## src/inc/uifc_pkg.sv

```systemverilog
// Package for the UART interrupt and FIFO control block
package uifc_pkg;
	localparam int FIFO_DEPTH = 128;
	localparam int CNT_W = 8;
	// FIFO setup and feature trigger control fields
	localparam int FSC_EN = 0;
	localparam int FSC_RXRST = 1;
	localparam int FSC_TXRST = 2;
	localparam int FSC_WAKE = 3;
	localparam int FSC_TXTRG_LO = 4;
	localparam int FSC_RXTRG_LO = 6;
	localparam int FTC_TBL_LO = 4;
	localparam int FTC_TRGSEL = 7;
	// Status codes, bits 5:0
	localparam logic [5:0] CODE_LINE = 6'h06;
	localparam logic [5:0] CODE_RXTO = 6'h0c;
	localparam logic [5:0] CODE_RX_READY = 6'h04;
	localparam logic [5:0] CODE_TX_READY = 6'h02;
	localparam logic [5:0] CODE_MODEM = 6'h00;
	localparam logic [5:0] CODE_CHAR = 6'h10;
	localparam logic [5:0] CODE_FLOW = 6'h20;
	localparam logic [5:0] CODE_NONE = 6'h01;
	// Timeout: 4 characters plus 12 bits
	localparam int TO_CHARS = 4;
	localparam int TO_BITS = 12;
	typedef enum logic [1:0] {TBL_A = 2'h0, TBL_B = 2'h1, TBL_C = 2'h2, TBL_D = 2'h3} uifc_tbl_t;
	typedef enum logic [2:0] {
		TO_IDLE = 3'h1,
		TO_RUN = 3'h2,
		TO_FIRED = 3'h4
	} uifc_to_state_t;
endpackage

```

## src/inc/uifc_trig_if.sv

```systemverilog
// Trigger level carrier between control and lookup
`timescale 1ns/1ps
interface uifc_trig_if;
	logic [1:0] table_sel;
	logic [1:0] rx_field;
	logic [1:0] tx_field;
	logic [7:0] rx_prog;
	logic [7:0] tx_prog;
	logic [7:0] rx_level;
	logic [7:0] tx_level;
	modport ctrl (output table_sel, rx_field, tx_field, rx_prog, tx_prog, input rx_level, tx_level);
	modport lut (input table_sel, rx_field, tx_field, rx_prog, tx_prog, output rx_level, tx_level);
endinterface

```

## src/hdl/uifc_trig_lut.sv

```systemverilog
// Trigger table lookup
`timescale 1ns/1ps
module uifc_trig_lut
(
	uifc_trig_if.lut t
);
	always_comb
	begin
		case (t.table_sel)
			uifc_pkg::TBL_A:
			begin
				case (t.rx_field)
					2'h0: t.rx_level = 8'h01;
					2'h1: t.rx_level = 8'h04;
					2'h2: t.rx_level = 8'h08;
					default: t.rx_level = 8'h0e;
				endcase
				t.tx_level = 8'h01;
			end
			uifc_pkg::TBL_B:
			begin
				case (t.rx_field)
					2'h0: t.rx_level = 8'h08;
					2'h1: t.rx_level = 8'h10;
					2'h2: t.rx_level = 8'h18;
					default: t.rx_level = 8'h1c;
				endcase
				case (t.tx_field)
					2'h0: t.tx_level = 8'h10;
					2'h1: t.tx_level = 8'h08;
					2'h2: t.tx_level = 8'h18;
					default: t.tx_level = 8'h1e;
				endcase
			end
			uifc_pkg::TBL_C:
			begin
				case (t.rx_field)
					2'h0: t.rx_level = 8'h08;
					2'h1: t.rx_level = 8'h10;
					2'h2: t.rx_level = 8'h38;
					default: t.rx_level = 8'h3c;
				endcase
				case (t.tx_field)
					2'h0: t.tx_level = 8'h08;
					2'h1: t.tx_level = 8'h10;
					2'h2: t.tx_level = 8'h20;
					default: t.tx_level = 8'h38;
				endcase
			end
			default:
			begin
				t.rx_level = t.rx_prog;
				t.tx_level = t.tx_prog;
			end
		endcase
	end
endmodule

```

## src/hdl/uifc_top.sv

```systemverilog
// Interrupt prioritiser and FIFO setup control of the UART
// Function
// - Line status interrupt from status bits 1-4; cleared by line status read.
// - Receive ready at trigger level; clears when count drops below it.
// - Receive timeout after 4 chars plus 12 bits; cleared by holding read.
// - Transmit ready from trigger or empty; cleared by status read or write.
// - Modem interrupt from modem bits 0-3; cleared by modem status read.
// - Character match interrupt; special match also clears on next character.
// - Flow change on CTS or RTS rising edge; cleared by modem read.
// - Wakeup interrupt when enabled by setup bit 3; cleared by status read.
// - GPIO interrupt on enabled, polarity-adjusted input; cleared by level read.
// - Highest pending source encoded in status bits 5:0, none reads 000001.
// - Only highest source shown; lower ones stay queued.
// - Status bit 0 low while an encoded source is pending, high when none is (even with wakeup or GPIO pending) and after reset.
// - Bits 4 and 5 only driven with enhanced features enabled.
// - Bit 6 inverts bit 7 while GPIO interrupt pending, else equals it.
// - Bit 7 shows FIFO enable.
// - Setup bit 0 enables FIFOs; other bits ignored unless it is set.
// - Setup bits 1 and 2 reset receive or transmit FIFO pointers.
// - Transmit trigger interrupts below level, or on empty after short reload.
// - Receive trigger field selects level crossed by the count.
// - One trigger table serves both directions; last write wins.
// - Table A and B levels as listed.
// - Table C levels, table D from programmable trigger register.
`timescale 1ns/1ps
module uifc_top
#(
	parameter int GPIO_W = 4
)
(
	input wire logic i_clk,
	input wire logic i_nrst,
	input wire logic i_enh_features,
	input wire logic i_fsc_wr,
	input wire logic [7:0] i_fsc_data,
	input wire logic i_ftc_wr,
	input wire logic [7:0] i_ftc_data,
	input wire logic i_trig_level_wr,
	input wire logic [7:0] i_trig_level_data,
	input wire logic i_iss_rd,
	input wire logic i_line_status_rd,
	input wire logic i_modem_status_rd,
	input wire logic i_rx_holding_rd,
	input wire logic i_tx_holding_wr,
	input wire logic i_gpio_lvl_rd,
	input wire logic [4:1] i_line_status,
	input wire logic [3:0] i_modem_status,
	input wire logic [7:0] i_rx_count,
	input wire logic [7:0] i_tx_count,
	input wire logic i_rx_char,
	input wire logic i_bit_tick,
	input wire logic [3:0] i_char_bits,
	input wire logic i_xonoff_match,
	input wire logic i_special_match,
	input wire logic i_auto_cts,
	input wire logic i_auto_rts,
	input wire logic i_cts,
	input wire logic i_rts,
	input wire logic i_wakeup,
	input wire logic [GPIO_W-1:0] i_gpio,
	input wire logic [GPIO_W-1:0] i_gpio_polarity_invert,
	input wire logic [GPIO_W-1:0] i_gpio_irq_enable,
	output logic [7:0] o_interrupt_source_status,
	output logic o_irq_n,
	output logic o_fifo_en,
	output logic o_rx_fifo_rst,
	output logic o_tx_fifo_rst,
	output logic [7:0] o_rx_trig_level,
	output logic [7:0] o_tx_trig_level
);
	initial
	begin
		if (GPIO_W < 1 || GPIO_W > 16)
			$error("GPIO_W out of range");
	end

	uifc_trig_if trig ();
	uifc_trig_lut u_lut (.t(trig));

	logic fen_q, wake_en_q, rst_rx_q, rst_tx_q, ftc_sel_q;
	logic [1:0] tbl_q, rxf_q, txf_q, ftc_tbl_q;
	logic [7:0] rxp_q, txp_q;

	// FIFO setup writes
	always_ff @(posedge i_clk or negedge i_nrst)
	begin
		if (!i_nrst)
		begin
			fen_q <= 1'b0;
			wake_en_q <= 1'b0;
			rxf_q <= 2'h0;
			txf_q <= 2'h0;
			tbl_q <= 2'h0;
			rst_rx_q <= 1'b0;
			rst_tx_q <= 1'b0;
		end
		else
		begin
			rst_rx_q <= 1'b0;
			rst_tx_q <= 1'b0;
			if (i_fsc_wr)
			begin
				fen_q <= i_fsc_data[uifc_pkg::FSC_EN];
				if (i_fsc_data[uifc_pkg::FSC_EN])
				begin
					rst_rx_q <= i_fsc_data[uifc_pkg::FSC_RXRST];
					rst_tx_q <= i_fsc_data[uifc_pkg::FSC_TXRST];
					rxf_q <= i_fsc_data[uifc_pkg::FSC_RXTRG_LO +: 2];
					tbl_q <= ftc_tbl_q;
					if (i_enh_features)
					begin
						wake_en_q <= i_fsc_data[uifc_pkg::FSC_WAKE];
						txf_q <= i_fsc_data[uifc_pkg::FSC_TXTRG_LO +: 2];
					end
				end
			end
			else if (i_ftc_wr)
				tbl_q <= i_ftc_data[uifc_pkg::FTC_TBL_LO +: 2];
		end
	end

	// Feature trigger and programmable levels
	always_ff @(posedge i_clk or negedge i_nrst)
	begin
		if (!i_nrst)
		begin
			ftc_tbl_q <= 2'h0;
			ftc_sel_q <= 1'b0;
			rxp_q <= 8'h01;
			txp_q <= 8'h01;
		end
		else
		begin
			if (i_ftc_wr)
			begin
				ftc_tbl_q <= i_ftc_data[uifc_pkg::FTC_TBL_LO +: 2];
				ftc_sel_q <= i_ftc_data[uifc_pkg::FTC_TRGSEL];
			end
			if (i_trig_level_wr && !ftc_sel_q)
				rxp_q <= i_trig_level_data;
			if (i_trig_level_wr && ftc_sel_q)
				txp_q <= i_trig_level_data;
		end
	end

	assign trig.table_sel = tbl_q;
	assign trig.rx_field = rxf_q;
	assign trig.tx_field = txf_q;
	assign trig.rx_prog = rxp_q;
	assign trig.tx_prog = txp_q;

	// Sources
	logic line_src, rx_ready_src, modem_src;
	assign line_src = |i_line_status;
	assign rx_ready_src = fen_q ? (i_rx_count >= trig.rx_level) : (i_rx_count != 8'h00);
	assign modem_src = |i_modem_status;

	// Transmit ready: below trigger, or empty after a reload that never reached it
	logic tx_below, tx_over_q, tx_prev_below_q, tx_prev_empty_q, tx_ready_q;
	assign tx_below = i_tx_count < trig.tx_level;
	always_ff @(posedge i_clk or negedge i_nrst)
	begin
		if (!i_nrst)
		begin
			tx_over_q <= 1'b0;
			tx_prev_below_q <= 1'b1;
			tx_prev_empty_q <= 1'b1;
			tx_ready_q <= 1'b0;
		end
		else
		begin
			tx_prev_below_q <= tx_below;
			tx_prev_empty_q <= (i_tx_count == 8'h00);
			if (i_tx_count == 8'h00)
				tx_over_q <= 1'b0;
			else if (!tx_below)
				tx_over_q <= 1'b1;
			if ((tx_below && !tx_prev_below_q && tx_over_q) ||
				(i_tx_count == 8'h00 && !tx_prev_empty_q && !tx_over_q))
				tx_ready_q <= 1'b1;
			else if (i_iss_rd || i_tx_holding_wr)
				tx_ready_q <= 1'b0;
		end
	end

	// Receive timeout timer
	uifc_pkg::uifc_to_state_t to_st_q;
	logic [7:0] to_cnt_q, to_limit;
	assign to_limit = 8'((uifc_pkg::TO_CHARS * int'(i_char_bits)) + uifc_pkg::TO_BITS);
	always_ff @(posedge i_clk or negedge i_nrst)
	begin
		if (!i_nrst)
		begin
			to_st_q <= uifc_pkg::TO_IDLE;
			to_cnt_q <= 8'h00;
		end
		else
		begin
			case (to_st_q)
				uifc_pkg::TO_IDLE:
				begin
					to_cnt_q <= 8'h00;
					if (i_rx_char && fen_q)
						to_st_q <= uifc_pkg::TO_RUN;
				end
				uifc_pkg::TO_RUN:
				begin
					if (i_rx_count == 8'h00 || i_rx_char || i_rx_holding_rd)
						to_cnt_q <= 8'h00;
					else if (i_bit_tick)
						to_cnt_q <= to_cnt_q + 8'h01;
					if (i_rx_count == 8'h00)
						to_st_q <= uifc_pkg::TO_IDLE;
					else if (to_cnt_q >= to_limit)
						to_st_q <= uifc_pkg::TO_FIRED;
				end
				uifc_pkg::TO_FIRED:
				begin
					to_cnt_q <= 8'h00;
					if (i_rx_holding_rd)
						to_st_q <= (i_rx_count > 8'h01) ? uifc_pkg::TO_RUN : uifc_pkg::TO_IDLE;
				end
				default: to_st_q <= uifc_pkg::TO_IDLE;
			endcase
		end
	end

	// Sticky event sources, set wins over clear
	logic xo_q, sp_q, flow_q, wake_q, gpio_q, cts_d1_q, rts_d1_q;
	logic [GPIO_W-1:0] gpio_prev_q, gpio_act;
	assign gpio_act = (i_gpio ^ i_gpio_polarity_invert) & i_gpio_irq_enable;
	always_ff @(posedge i_clk or negedge i_nrst)
	begin
		if (!i_nrst)
		begin
			xo_q <= 1'b0;
			sp_q <= 1'b0;
			flow_q <= 1'b0;
			wake_q <= 1'b0;
			gpio_q <= 1'b0;
			cts_d1_q <= 1'b0;
			rts_d1_q <= 1'b0;
			gpio_prev_q <= '0;
		end
		else
		begin
			cts_d1_q <= i_cts;
			rts_d1_q <= i_rts;
			gpio_prev_q <= gpio_act;
			if (i_xonoff_match)
				xo_q <= 1'b1;
			else if (i_iss_rd)
				xo_q <= 1'b0;
			if (i_special_match)
				sp_q <= 1'b1;
			else if (i_iss_rd || i_rx_char)
				sp_q <= 1'b0;
			if ((i_auto_cts && i_cts && !cts_d1_q) || (i_auto_rts && i_rts && !rts_d1_q))
				flow_q <= 1'b1;
			else if (i_modem_status_rd)
				flow_q <= 1'b0;
			if (i_wakeup && wake_en_q)
				wake_q <= 1'b1;
			else if (i_iss_rd)
				wake_q <= 1'b0;
			if (|(gpio_act & ~gpio_prev_q))
				gpio_q <= 1'b1;
			else if (i_gpio_lvl_rd)
				gpio_q <= 1'b0;
		end
	end

	// Priority encode and output registers
	logic [5:0] code;
	always_comb
	begin
		if (line_src) code = uifc_pkg::CODE_LINE;
		else if (to_st_q == uifc_pkg::TO_FIRED) code = uifc_pkg::CODE_RXTO;
		else if (rx_ready_src) code = uifc_pkg::CODE_RX_READY;
		else if (tx_ready_q) code = uifc_pkg::CODE_TX_READY;
		else if (modem_src) code = uifc_pkg::CODE_MODEM;
		else if ((xo_q || sp_q) && i_enh_features) code = uifc_pkg::CODE_CHAR;
		else if (flow_q && i_enh_features) code = uifc_pkg::CODE_FLOW;
		else code = uifc_pkg::CODE_NONE;
	end

	always_ff @(posedge i_clk or negedge i_nrst)
	begin
		if (!i_nrst)
		begin
			o_interrupt_source_status <= 8'h01;
			o_irq_n <= 1'b1;
			o_fifo_en <= 1'b0;
			o_rx_fifo_rst <= 1'b0;
			o_tx_fifo_rst <= 1'b0;
			o_rx_trig_level <= 8'h01;
			o_tx_trig_level <= 8'h01;
		end
		else
		begin
			o_interrupt_source_status <= {fen_q, fen_q ^ gpio_q, code};
			o_irq_n <= code[0] && !gpio_q && !wake_q;
			o_fifo_en <= fen_q;
			o_rx_fifo_rst <= rst_rx_q;
			o_tx_fifo_rst <= rst_tx_q;
			o_rx_trig_level <= trig.rx_level;
			o_tx_trig_level <= trig.tx_level;
		end
	end

	a_line_code: assert property (@(posedge i_clk) disable iff (!i_nrst)
		line_src |=> o_interrupt_source_status[5:0] == uifc_pkg::CODE_LINE)
		else $error("line status not top");
	a_idle_bit: assert property (@(posedge i_clk) disable iff (!i_nrst)
		1'b1 |=> o_interrupt_source_status[0] == ($past(code) == uifc_pkg::CODE_NONE))
		else $error("idle bit wrong");
	a_fifo_bit: assert property (@(posedge i_clk) disable iff (!i_nrst)
		i_fsc_wr |=> ##1 o_interrupt_source_status[7] == $past(i_fsc_data[0], 2))
		else $error("fifo bit wrong");
	a_gpio_bit: assert property (@(posedge i_clk) disable iff (!i_nrst)
		gpio_q |=> o_interrupt_source_status[6] != o_interrupt_source_status[7])
		else $error("gpio bit wrong");
	a_rst_pulse: assert property (@(posedge i_clk) disable iff (!i_nrst)
		o_rx_fifo_rst |=> !o_rx_fifo_rst)
		else $error("reset not pulse");
	a_enh_gate: assert property (@(posedge i_clk) disable iff (!i_nrst)
		!$past(i_enh_features) |-> o_interrupt_source_status[5:4] == 2'h0)
		else $error("enhanced bits shown");
	a_flow_clear: assert property (@(posedge i_clk) disable iff (!i_nrst)
		flow_q && i_modem_status_rd && !i_cts && !i_rts |=> !flow_q)
		else $error("flow not cleared");
	a_fen_ignore: assert property (@(posedge i_clk) disable iff (!i_nrst)
		i_fsc_wr && !i_fsc_data[0] |=> $stable(rxf_q) && !rst_rx_q)
		else $error("bits taken without enable");
	a_wake_irq: assert property (@(posedge i_clk) disable iff (!i_nrst)
		wake_q |=> !o_irq_n)
		else $error("wakeup not signalled");
endmodule

```

## config.mk

```make
export PLATFORM = sky130hd
export DESIGN_NAME = uifc_top
export DESIGN_NICKNAME = d
export VERILOG_FILES = /design/src/inc/uifc_pkg.sv /design/src/inc/uifc_trig_if.sv /design/src/hdl/uifc_trig_lut.sv /design/src/hdl/uifc_top.sv
export SDC_FILE = /design/constraint.sdc
export NUM_CORES = 1
export LEC_CHECK = 0
export BUFFER_PORTS_ARGS = -buffer_cell sky130_fd_sc_hd__buf_2
export CORE_MARGIN = 2
export CORE_UTILIZATION = 52
export CTS_CLUSTER_SIZE = 20
export DETAILED_ROUTE_END_ITERATION = 8
export GPL_TIMING_DRIVEN = 0
export PLACE_DENSITY = 0.78
export SLEW_MARGIN = 10
export SYNTH_ARGS = -nofsm -noshare
export SYNTH_HDL_FRONTEND = slang
export SYNTH_SLANG_ARGS = --single-unit
```

## constraint.sdc

```tcl
create_clock -name i_clk -period 3.1 [get_ports i_clk]
set_input_delay 0 -clock i_clk [delete_from_list [all_inputs] [get_ports i_clk]]
set_output_delay 0 -clock i_clk [all_outputs]
set_load 0.1 [all_outputs]
```

==> metrics, run 1 <==
chip height 92.3 µm; most common cell after layout, fill and taps aside buf_2; synth unique cells 54; via-per-instance ratio 5.32; Cell Area, Synth 0.00405 mm²; Yosys warnings 0; Final min period 2900 ps; r2r startpoint tbl_q[1]; Leak Pwr 2.71 nW; sequential element share of the synthesized area 50.9%; Post-Synthesis Cells 370; pin count of the biggest net entering global routing 50; Wirelength per Cell 15.1 µm; Hold Path Class input pin to flip-flop; gr usage total 23.8%; setup TNS after final layout 0 ps; count of flip-flops with a built-in enable after synthesis 0; drt pass-1 iters 5; post-route total power 3.22 mW; Worst-path clk slew 80 ps; vias in the first global route 3430; layout cells sized above 1 31.7%; slew margin rel. 66.3%; I/O Buffers 105; PD cells 585 mW/mm²; crit path capture type flip-flop; later-pin clock latency in the skew report 350 ps; placeable core area 0.00765 mm²; Peak VDD IR 0.345 mV; CTS tree built; Max Slew Vio Count 0; GRT overflow 0; initial drt markers 111; Worst Reg2Reg Path Length in Cells 10; non-filler cells, final 648; Synth-to-Final Area Change 35.9%; clk root buf clkbuf_8; WP data required 3360 ps; FF+latch area 0.00206 mm²; final hold vios 0; Multi-input gate area 0.00181 mm²; Worst EP arrival 3160 ps; max-cap violations 0; maximum clock frequency 0.345 GHz; Final ANT Viol Nets 0; Detailed Route WL 9760 µm; Post-route DRC 0; status finished clean; most frequent cells in the layout buf_2 (106), dfrtp_1 (73), dlygate4sd3_1 (54); unrepaired setup endpoints after global routing false; asr flop ratio synth 100%; Tightest Pin Transition 509 ps; dpl hpwl 6790 µm; global-route wire length before repair 15700 µm; CTS Sinks 82; setup repair bufs after CTS 0; dominant synthesized flop cell dfrtp_1; Initial Utilization 53.0%; WHS Endpoint o_interrupt_source_status[2]; dpl cells 578; final-layout fill cell count 570; Inserted Clock Buffers 9; vias post-DR 3446; critical path startpoint category flip-flop; synthesis-stage register bit count 82; Max FO, Critical Path 10; Layout Nets 654; Clock Skew 10.8 ps; Synth Net Count 483; I/O pin count 113; initial antenna violation count 0; DIE AREA 0.00852 mm²; critical path type flip-flop to flip-flop; placer's final routability congestion estimate 0.825; Die Width 92.3 µm; Final Setup Violations 0; Rows 32; min-delay src i_line_status[1]; post-route clock period utilization 93.5%; Reg2Reg Capture Point o_irq_n; H-Tree Depth 3; antenna fix cells 0; Syn Area/Cell 11.0 µm²; CTS max path bufs 2; hold path cells 3; r2r setup slk 200 ps
## how the worst max path moves through the flow
stage | to | start | slack [ps] | cells after the start
3_3_place_gp | o_irq_n | tbl_q[1] | 170 | 10
6_report | o_irq_n | tbl_q[1] | 200 | 10
2_1_floorplan | o_irq_n | tbl_q[1] | 620 | 10
5_1_grt | o_irq_n | tbl_q[1] | 40 | 10
3_5_place_dp | o_irq_n | tbl_q[1] | 70 | 10
4_1_cts | o_irq_n | tbl_q[1] | 50 | 10
## synthesized netlist by cell type (all sizes together) (4+ instances only)
cell    number  area [µm²]
nand3       12        60.1
clkbuf       4        15.0
nor2        14        52.6
o211ai       7        52.6
nand2b       9        56.3
nor3         5        35.0
mux2        23         259
a21oi       15        75.1
a31o         5        43.8
and2         5        31.3
inv         37         139
o21a         5        37.5
ha          28         350
dfstp        9         236
dfrtp       73        1830
nand2       32         123
xor2         7        61.3
a21o         6        46.3
nor4         6        67.6
o21ai       22         110
## layout make-up
type / instances / share of cell area [%]
Clock inverter: 4 / 1.36
Sequential cell: 82 / 37.5
Buffer: 7 / 0.636
Inverter: 38 / 2.59
Timing Repair Buffer: 160 / 19.9
Multi-Input combinational cell: 243 / 32.9
Clock buffer: 12 / 2.82
Tap cell: 102 / 2.32
## metal layers
metal  up-vias  part of all wire (%)  track usage (%)  wire (µm)
li1       1644                     -                -          -
met1      1667                    43             30.2       4160
met2       120                    51             40.9       4980
met3        15                   4.7             4.19        456
met4         0                   1.6             8.46        158
met5         -                     0                0          0
## registers in the layout, summed over array words and instances (netlist names), 3 cells and up
name,count
gpio_prev_q,4
o_interrupt_source_status,7
o_rx_trig_level,8
o_tx_trig_level,8
rxp_q,8
to_cnt_q,8
to_st_q,3
trig.tx_prog,8
## repair_timing
item | CTS | global route
gates resized for setup | 0 | 4
setup endpoints to repair | 0 | 1
hold endpoints to repair | 121 | 0
hold buffers | 54 | 0
## worst max-delay path, stage by stage (launching register included)
cell      delay [ps]
dfrtp_1          320
clkbuf_1         290
clkbuf_2         300
and2_1           210
inv_1             50
ha_1             250
and3_1           190
a221o_1          360
a211oi_2         270
nand4_1          250
nor4b_2          300
## per-stage QoR
step / setup slack, ps / instance area (µm²) / utilization, % / hold slack [ps]
after floorplan: 622 / 4050 / - / -296
after global placement: 165 / 4710 / 61.5 / 123
after detailed placement: 68.1 / 4740 / 61.9 / -22.8
after CTS: 46.2 / 5510 / 72.0 / 5.06
after global routing: 37.8 / 5510 / 72.0 / 25.4
final: 201 / 5510 / 72.0 / 8.90
## report_power, final
part	internal [mW]	switching (mW)	total, mW
clock network	0.498	0.381	0.879
registers	1.22	0.0949	1.32
logic	0.330	0.697	1.03
total	2.05	1.17	3.22
## logic make-up (layout without fill, tap and decap cells)
| kind of cell | Yosys count | count (layout) | synth area share (%) |
|---|---|---|---|
| AOI/OAI and AO/OA | 79 | 79 | 13.4 |
| xor gates and xnor gates | 7 | 7 | 1.51 |
| adders and majority gates | 28 | 28 | 8.64 |
| buffers and inverters | 45 | 221 | 4.32 |
| DFF | 82 | 82 | 50.9 |
| muxes | 23 | 23 | 6.39 |
| and+or+nand+nor | 106 | 106 | 14.8 |
No activity file was read; power rests on OpenSTA's default activity.
==> inputs of run 2 (changes only) <==
--- a/config.mk
+++ b/config.mk
@@ -12,6 +12,7 @@
 export DETAILED_ROUTE_END_ITERATION = 8
 export GPL_TIMING_DRIVEN = 0
 export PLACE_DENSITY = 0.78
+export RECOVER_POWER = 100
 export SLEW_MARGIN = 10
 export SYNTH_ARGS = -nofsm -noshare
 export SYNTH_HDL_FRONTEND = slang
==> run 2 against run 1 <==
Compared with the run above:
- the run now ends with capacitance limit, slew limit left
- hold slack hardly changed
- clock power hardly changed
- clock skew is 1.2 ps lower
- maximum frequency is 0.13% lower
- non-clock buffer count stayed put
- largest cell class unchanged
==> metrics, run 2 (synthesis results as in run 1) <==
status complete, but fails checks; failing checks capacitance limit, slew limit; most common cell after layout, fill and taps aside buf_2; H-Tree Depth 3; chip height 92.3 µm; Max Slew Vio Count 34; initial antenna violation count 0; maximum clock frequency 0.345 GHz; CTS Sinks 82; via-per-instance ratio 5.27; clk root buf clkbuf_8; Design Area, Final 0.00544 mm²; Worst EP arrival 3160 ps; Initial Utilization 53.0%; Placed Area 0.00474 mm²; Peak VDD IR 0.342 mV; Clock Skew 9.57 ps; gr usage total 23.8%; clock power share 27.5%; Final ANT Viol Nets 0; r2r setup slk 200 ps; CTS tree built; Worst-path clk slew 80 ps; final hold vios 0; layout cells sized above 1 24.9%; Final Setup Violations 0; Layout Nets 654; post-route clock period utilization 93.6%; CTS max path bufs 2; Rows 32; Final min period 2900 ps; dpl hpwl 6790 µm; placeable core area 0.00765 mm²; setup TNS after final layout 0 ps; I/O pin count 113; pin count of the biggest net entering global routing 50; Seq pwr share 41.1%; Leak Pwr 2.59 nW; I/O Buffers 105; Max FO, Critical Path 10; crit path capture type flip-flop; max-cap violations 1; later-pin clock latency in the skew report 350 ps; Die Width 92.3 µm; DIE AREA 0.00852 mm²; WHS 9.13 ps; unrepaired setup endpoints after global routing false; PD cells 588 mW/mm²; WP data required 3360 ps; vias post-DR 3418; placer's final routability congestion estimate 0.825; critical path startpoint category flip-flop; Gate power share 31.4%; global-route wire length before repair 15700 µm; Synth-to-Final Area Change 34.1%; GRT overflow 0; Inserted Clock Buffers 9; P_sw 1.17 mW; worst setup margin 197 ps; antenna fix cells 0; post-place setup slack 68.1 ps; Tightest Pin Transition 1880 ps; Post-route DRC 0; initial drt markers 113; Detailed Route WL 9760 µm; slew margin rel. -25.0%; vias in the first global route 3430; Hold Path Class input pin to flip-flop; Internal 2.03 mW; Sw Ratio 36.6%; drt pass-1 iters 4; post-route total power 3.20 mW; critical path type flip-flop to flip-flop; Wirelength per Cell 15.1 µm; most frequent cells in the layout buf_2 (75), dfrtp_1 (73), dlygate4sd3_1 (54)
run 2: worst paths after layout:
check / startpoint / to / cells after the start
hold / removal: i_line_status[1] / o_interrupt_source_status[2] / 3
min in group asynchronous: i_nrst / rxp_q[1] / 2
setup reg to reg: tbl_q[1] / o_irq_n / 10
setup / recovery: tbl_q[1] / o_irq_n / 10
max in group asynchronous: i_nrst / trig.tx_field[0] / 2
hold reg to reg: rst_rx_q / o_rx_fifo_rst / 0
run 2: metrics by stage:
| step | instances | utilization [%] |
|---|---|---|
| 6_report | 648 | 71.1 |
| 5_1_grt | 648 | 71.1 |
| 4_1_cts | 648 | 72.0 |
| 3_5_place_dp | 578 | 61.9 |
| 3_3_place_gp | 577 | 61.5 |
| 2_1_floorplan | 370 | - |
run 2: repair_timing:
item,4_1_cts,5_1_grt
endpoints found under the setup margin,0,1
setup buffers,0,0
hold endpoints to repair,121,0
gates resized for setup,0,4
hold buffers,54,0
run 2: final cells by class:
cell class              count  area [µm²]
fillers                   595        2210
flip-flops and latches     82        2060
multi-input cells         243        1780
repair buffers            160        1050
clock buffers              12         155
inverters                  38         143
well taps                 102         128
clock inverters             4        75.1
plain buffers               7        35.0
run 2: power by group through the flow:
stage          logic, mW  registers (mW)  clock network, mW
5_1_grt             1.08            1.33              0.940
6_report            1.00            1.31              0.878
3_5_place_dp       0.954            1.33                  0
4_1_cts             1.02            1.31              0.893
2_1_floorplan      0.378            1.65                  0
3_3_place_gp       0.921            1.32                  0
run 2: worst max-delay path, cell delays in order, from the launching register on:
cell and delay (ps):
dfrtp_1 320, clkbuf_1 290, clkbuf_2 300, and2_1 210
inv_1 50, ha_1 250, and3_1 190, a221o_1 360
a211oi_2 270, nand4_1 260, nor4b_2 300
run 2: per-layer routing:
layer	GRT usage, %	vias up	share of wire (%)
met3	4.19	13	4.5
met2	40.9	109	51
li1	-	1644	-
met1	30.2	1652	43
met5	0	-	0
met4	8.46	0	1.5
==> inputs of run 3 (changes only) <==
--- a/config.mk
+++ b/config.mk
@@ -16,4 +16,5 @@
 export SLEW_MARGIN = 10
 export SYNTH_ARGS = -nofsm -noshare
 export SYNTH_HDL_FRONTEND = slang
+export SYNTH_HIERARCHICAL = 1
 export SYNTH_SLANG_ARGS = --single-unit
==> run 3 against run 2 <==
Compared with the run above:
- via count down 3.0%
- sequential power about the same
- count of clock-buffer cells in the layout is the same
- the run still ends with capacitance limit, slew limit left
==> metrics, run 3 <==
CP max stage cell o41ai_1; final-layout fill cell count 599; most frequent cells in the layout buf_2 (74), dfrtp_1 (73), dlygate4sd3_1 (47); initial drt markers 163; antenna fix cells 0; Final Setup Violations 0; Tightest Pin Transition 2000 ps; r2r setup slk 270 ps; WHS Endpoint o_interrupt_source_status[3]; vias post-DR 3316; Inserted Clock Buffers 9; setup TNS after final layout 0 ps; dominant cells by area after synthesis dfrtp_1 (45%), ha_1 (8.7%), mux2_2 (6.7%); drt pass-1 iters 4; most common cell after layout, fill and taps aside buf_2; count of flip-flops with a built-in enable after synthesis 0; r2r startpoint tbl_q[1]; Worst EP arrival 3080 ps; placer's final routability congestion estimate 0.840; GRT overflow 0; WP data required 3350 ps; via-per-instance ratio 5.25; clk root buf clkbuf_8; synth unique cells 57; status complete, but fails checks; Detailed Route WL 9430 µm; I/O Buffers 105; later-pin clock latency in the skew report 350 ps; Clock Skew 8.36 ps; placeable core area 0.00761 mm²; Syn Area/Cell 11.2 µm²; global-route wire length before repair 15500 µm; Die Width 92.1 µm; Worst Reg2Reg Path Length in Cells 8; Peak VDD IR 0.349 mV; sequential element share of the synthesized area 51.2%; critical path cell sequence buf_2 > o41ai_1 > ha_1 > nor3b_1 > nor2_1 > o31ai_1 > nand4_1 > nor4b_1; unrepaired setup endpoints after global routing false; final hold vios 0; post-route clock period utilization 91.2%; asr flop ratio synth 100%; min-delay src i_line_status[3]; Layout Nets 638; Wirelength per Cell 14.9 µm; CTS Sinks 82; Leak Pwr 2.51 nW; Worst-path clk slew 80 ps; Rows 32; hold path cells 3; Final min period 2830 ps; I/O pin count 113; crit path capture type flip-flop; Post-Synthesis Cells 361; Synth-to-Final Area Change 31.1%; Post-route DRC 0; Cell Area, Synth 0.00403 mm²; chip height 92.1 µm; H-Tree Depth 3; most frequent cells after synthesis dfrtp_1 (73), inv_1 (35), ha_1 (28); PD cells 547 mW/mm²; post-synth top area share 45.3%; max-cap violations 1; CTS tree built; Reg2Reg Capture Point o_irq_n; synthesis-stage register bit count 82; CTS max path bufs 2; Initial Utilization 53.0%; pin count of the biggest net entering global routing 46; failing checks capacitance limit, slew limit; post-place setup slack 359 ps; critical path startpoint category flip-flop; Max FO, Critical Path 10; vias in the first global route 3458; Yosys warnings 6; initial antenna violation count 0; dpl hpwl 6830 µm; maximum clock frequency 0.354 GHz; setup repair bufs after CTS 0; post-route total power 2.89 mW; worst setup margin 274 ps; # hold bufs at CTS 47; layout cells sized above 1 25.1%; dominant synthesized flop cell dfrtp_1; gr usage total 23.3%; slowest cell delay on critical path 570 ps; Hold Path Class input pin to flip-flop; CTS resizes 0; most common cell in the netlist dfrtp_1; Final ANT Viol Nets 0; Synth Net Count 474; critical path type flip-flop to flip-flop; slew margin rel. -33.3%; Max Slew Vio Count 38; DIE AREA 0.00848 mm²; Yosys top cell by area dfrtp_1
[run 3: power breakdown]
part	internal [mW]	leakage (nW)	switching [mW]	total [mW]
sequential	1.21	0.995	0.0793	1.29
combinational	0.277	1.42	0.628	0.905
clock	0.333	0.0924	0.365	0.698
total	1.82	2.51	1.07	2.89
[run 3: metal layers]
| layer | routed length (µm) | part of all wire (%) | up-vias | global-route usage, % |
|---|---|---|---|---|
| li1 | - | - | 1606 | - |
| met1 | 3780 | 40 | 1592 | 26.8 |
| met2 | 5020 | 53 | 97 | 42.5 |
| met3 | 415 | 4.4 | 21 | 5.18 |
| met4 | 218 | 2.3 | 0 | 8.33 |
| met5 | 0 | 0 | - | 0 |
[run 3: worst max-delay path, delay by kind of cell (launching register included)]
| kind | cells | cell delay (ps) |
|---|---|---|
| buffers and inverters | 1 | 220 |
| AO/OA/AOI/OAI | 2 | 880 |
| AND/OR/NAND/NOR | 4 | 830 |
| flip-flops | 1 | 460 |
| adder cells (fa/ha/maj) | 1 | 330 |
[run 3: final cells by class]
class | instances | area [µm²] | share of cell area, %
well taps | 102 | 128 | 2.41
repair buffers | 153 | 976 | 18.5
flip-flops and latches | 82 | 2060 | 39.0
clock inverters | 4 | 26.3 | 0.497
clock buffers | 12 | 155 | 2.93
multi-input cells | 234 | 1770 | 33.4
plain buffers | 9 | 38.8 | 0.734
inverters | 36 | 135 | 2.56
[run 3: worst max-delay path by stage]
stage | from | endpoint | slack, ps | cells past startpoint
final | tbl_q[1] | o_irq_n | 270 | 8
after global routing | tbl_q[0] | o_irq_n | 30 | 8
after CTS | tbl_q[1] | o_irq_n | 280 | 8
after detailed placement | tbl_q[1] | o_irq_n | 360 | 8
after global placement | tbl_q[1] | o_irq_n | 440 | 8
after floorplan | tbl_q[1] | o_irq_n | 810 | 8
[run 3: cell families (layout without fill, tap and decap cells)]
| family | after synthesis | in the layout | share of synthesized area, % |
|---|---|---|---|
| multiplexers | 26 | 26 | 7.20 |
| AND/OR/NAND/NOR | 96 | 96 | 13.2 |
| flip-flops | 82 | 82 | 51.2 |
| adder cells (fa/ha/maj) | 29 | 29 | 8.97 |
| XOR/XNOR | 9 | 9 | 1.95 |
| AO/OA/AOI/OAI | 74 | 74 | 13.0 |
| buffers and inverters | 45 | 214 | 4.53 |
[run 3: metrics by stage]
stage | hold slack (ps) | util, % | std cells | cell area, µm²
2_1_floorplan | -296 | - | 361 | 4030
6_report | 9.86 | 69.5 | 632 | 5290
3_3_place_gp | 122 | 61.6 | 568 | 4690
4_1_cts | 11.3 | 70.5 | 632 | 5360
5_1_grt | 40.1 | 69.5 | 632 | 5290
3_5_place_dp | -10.9 | 61.9 | 569 | 4710
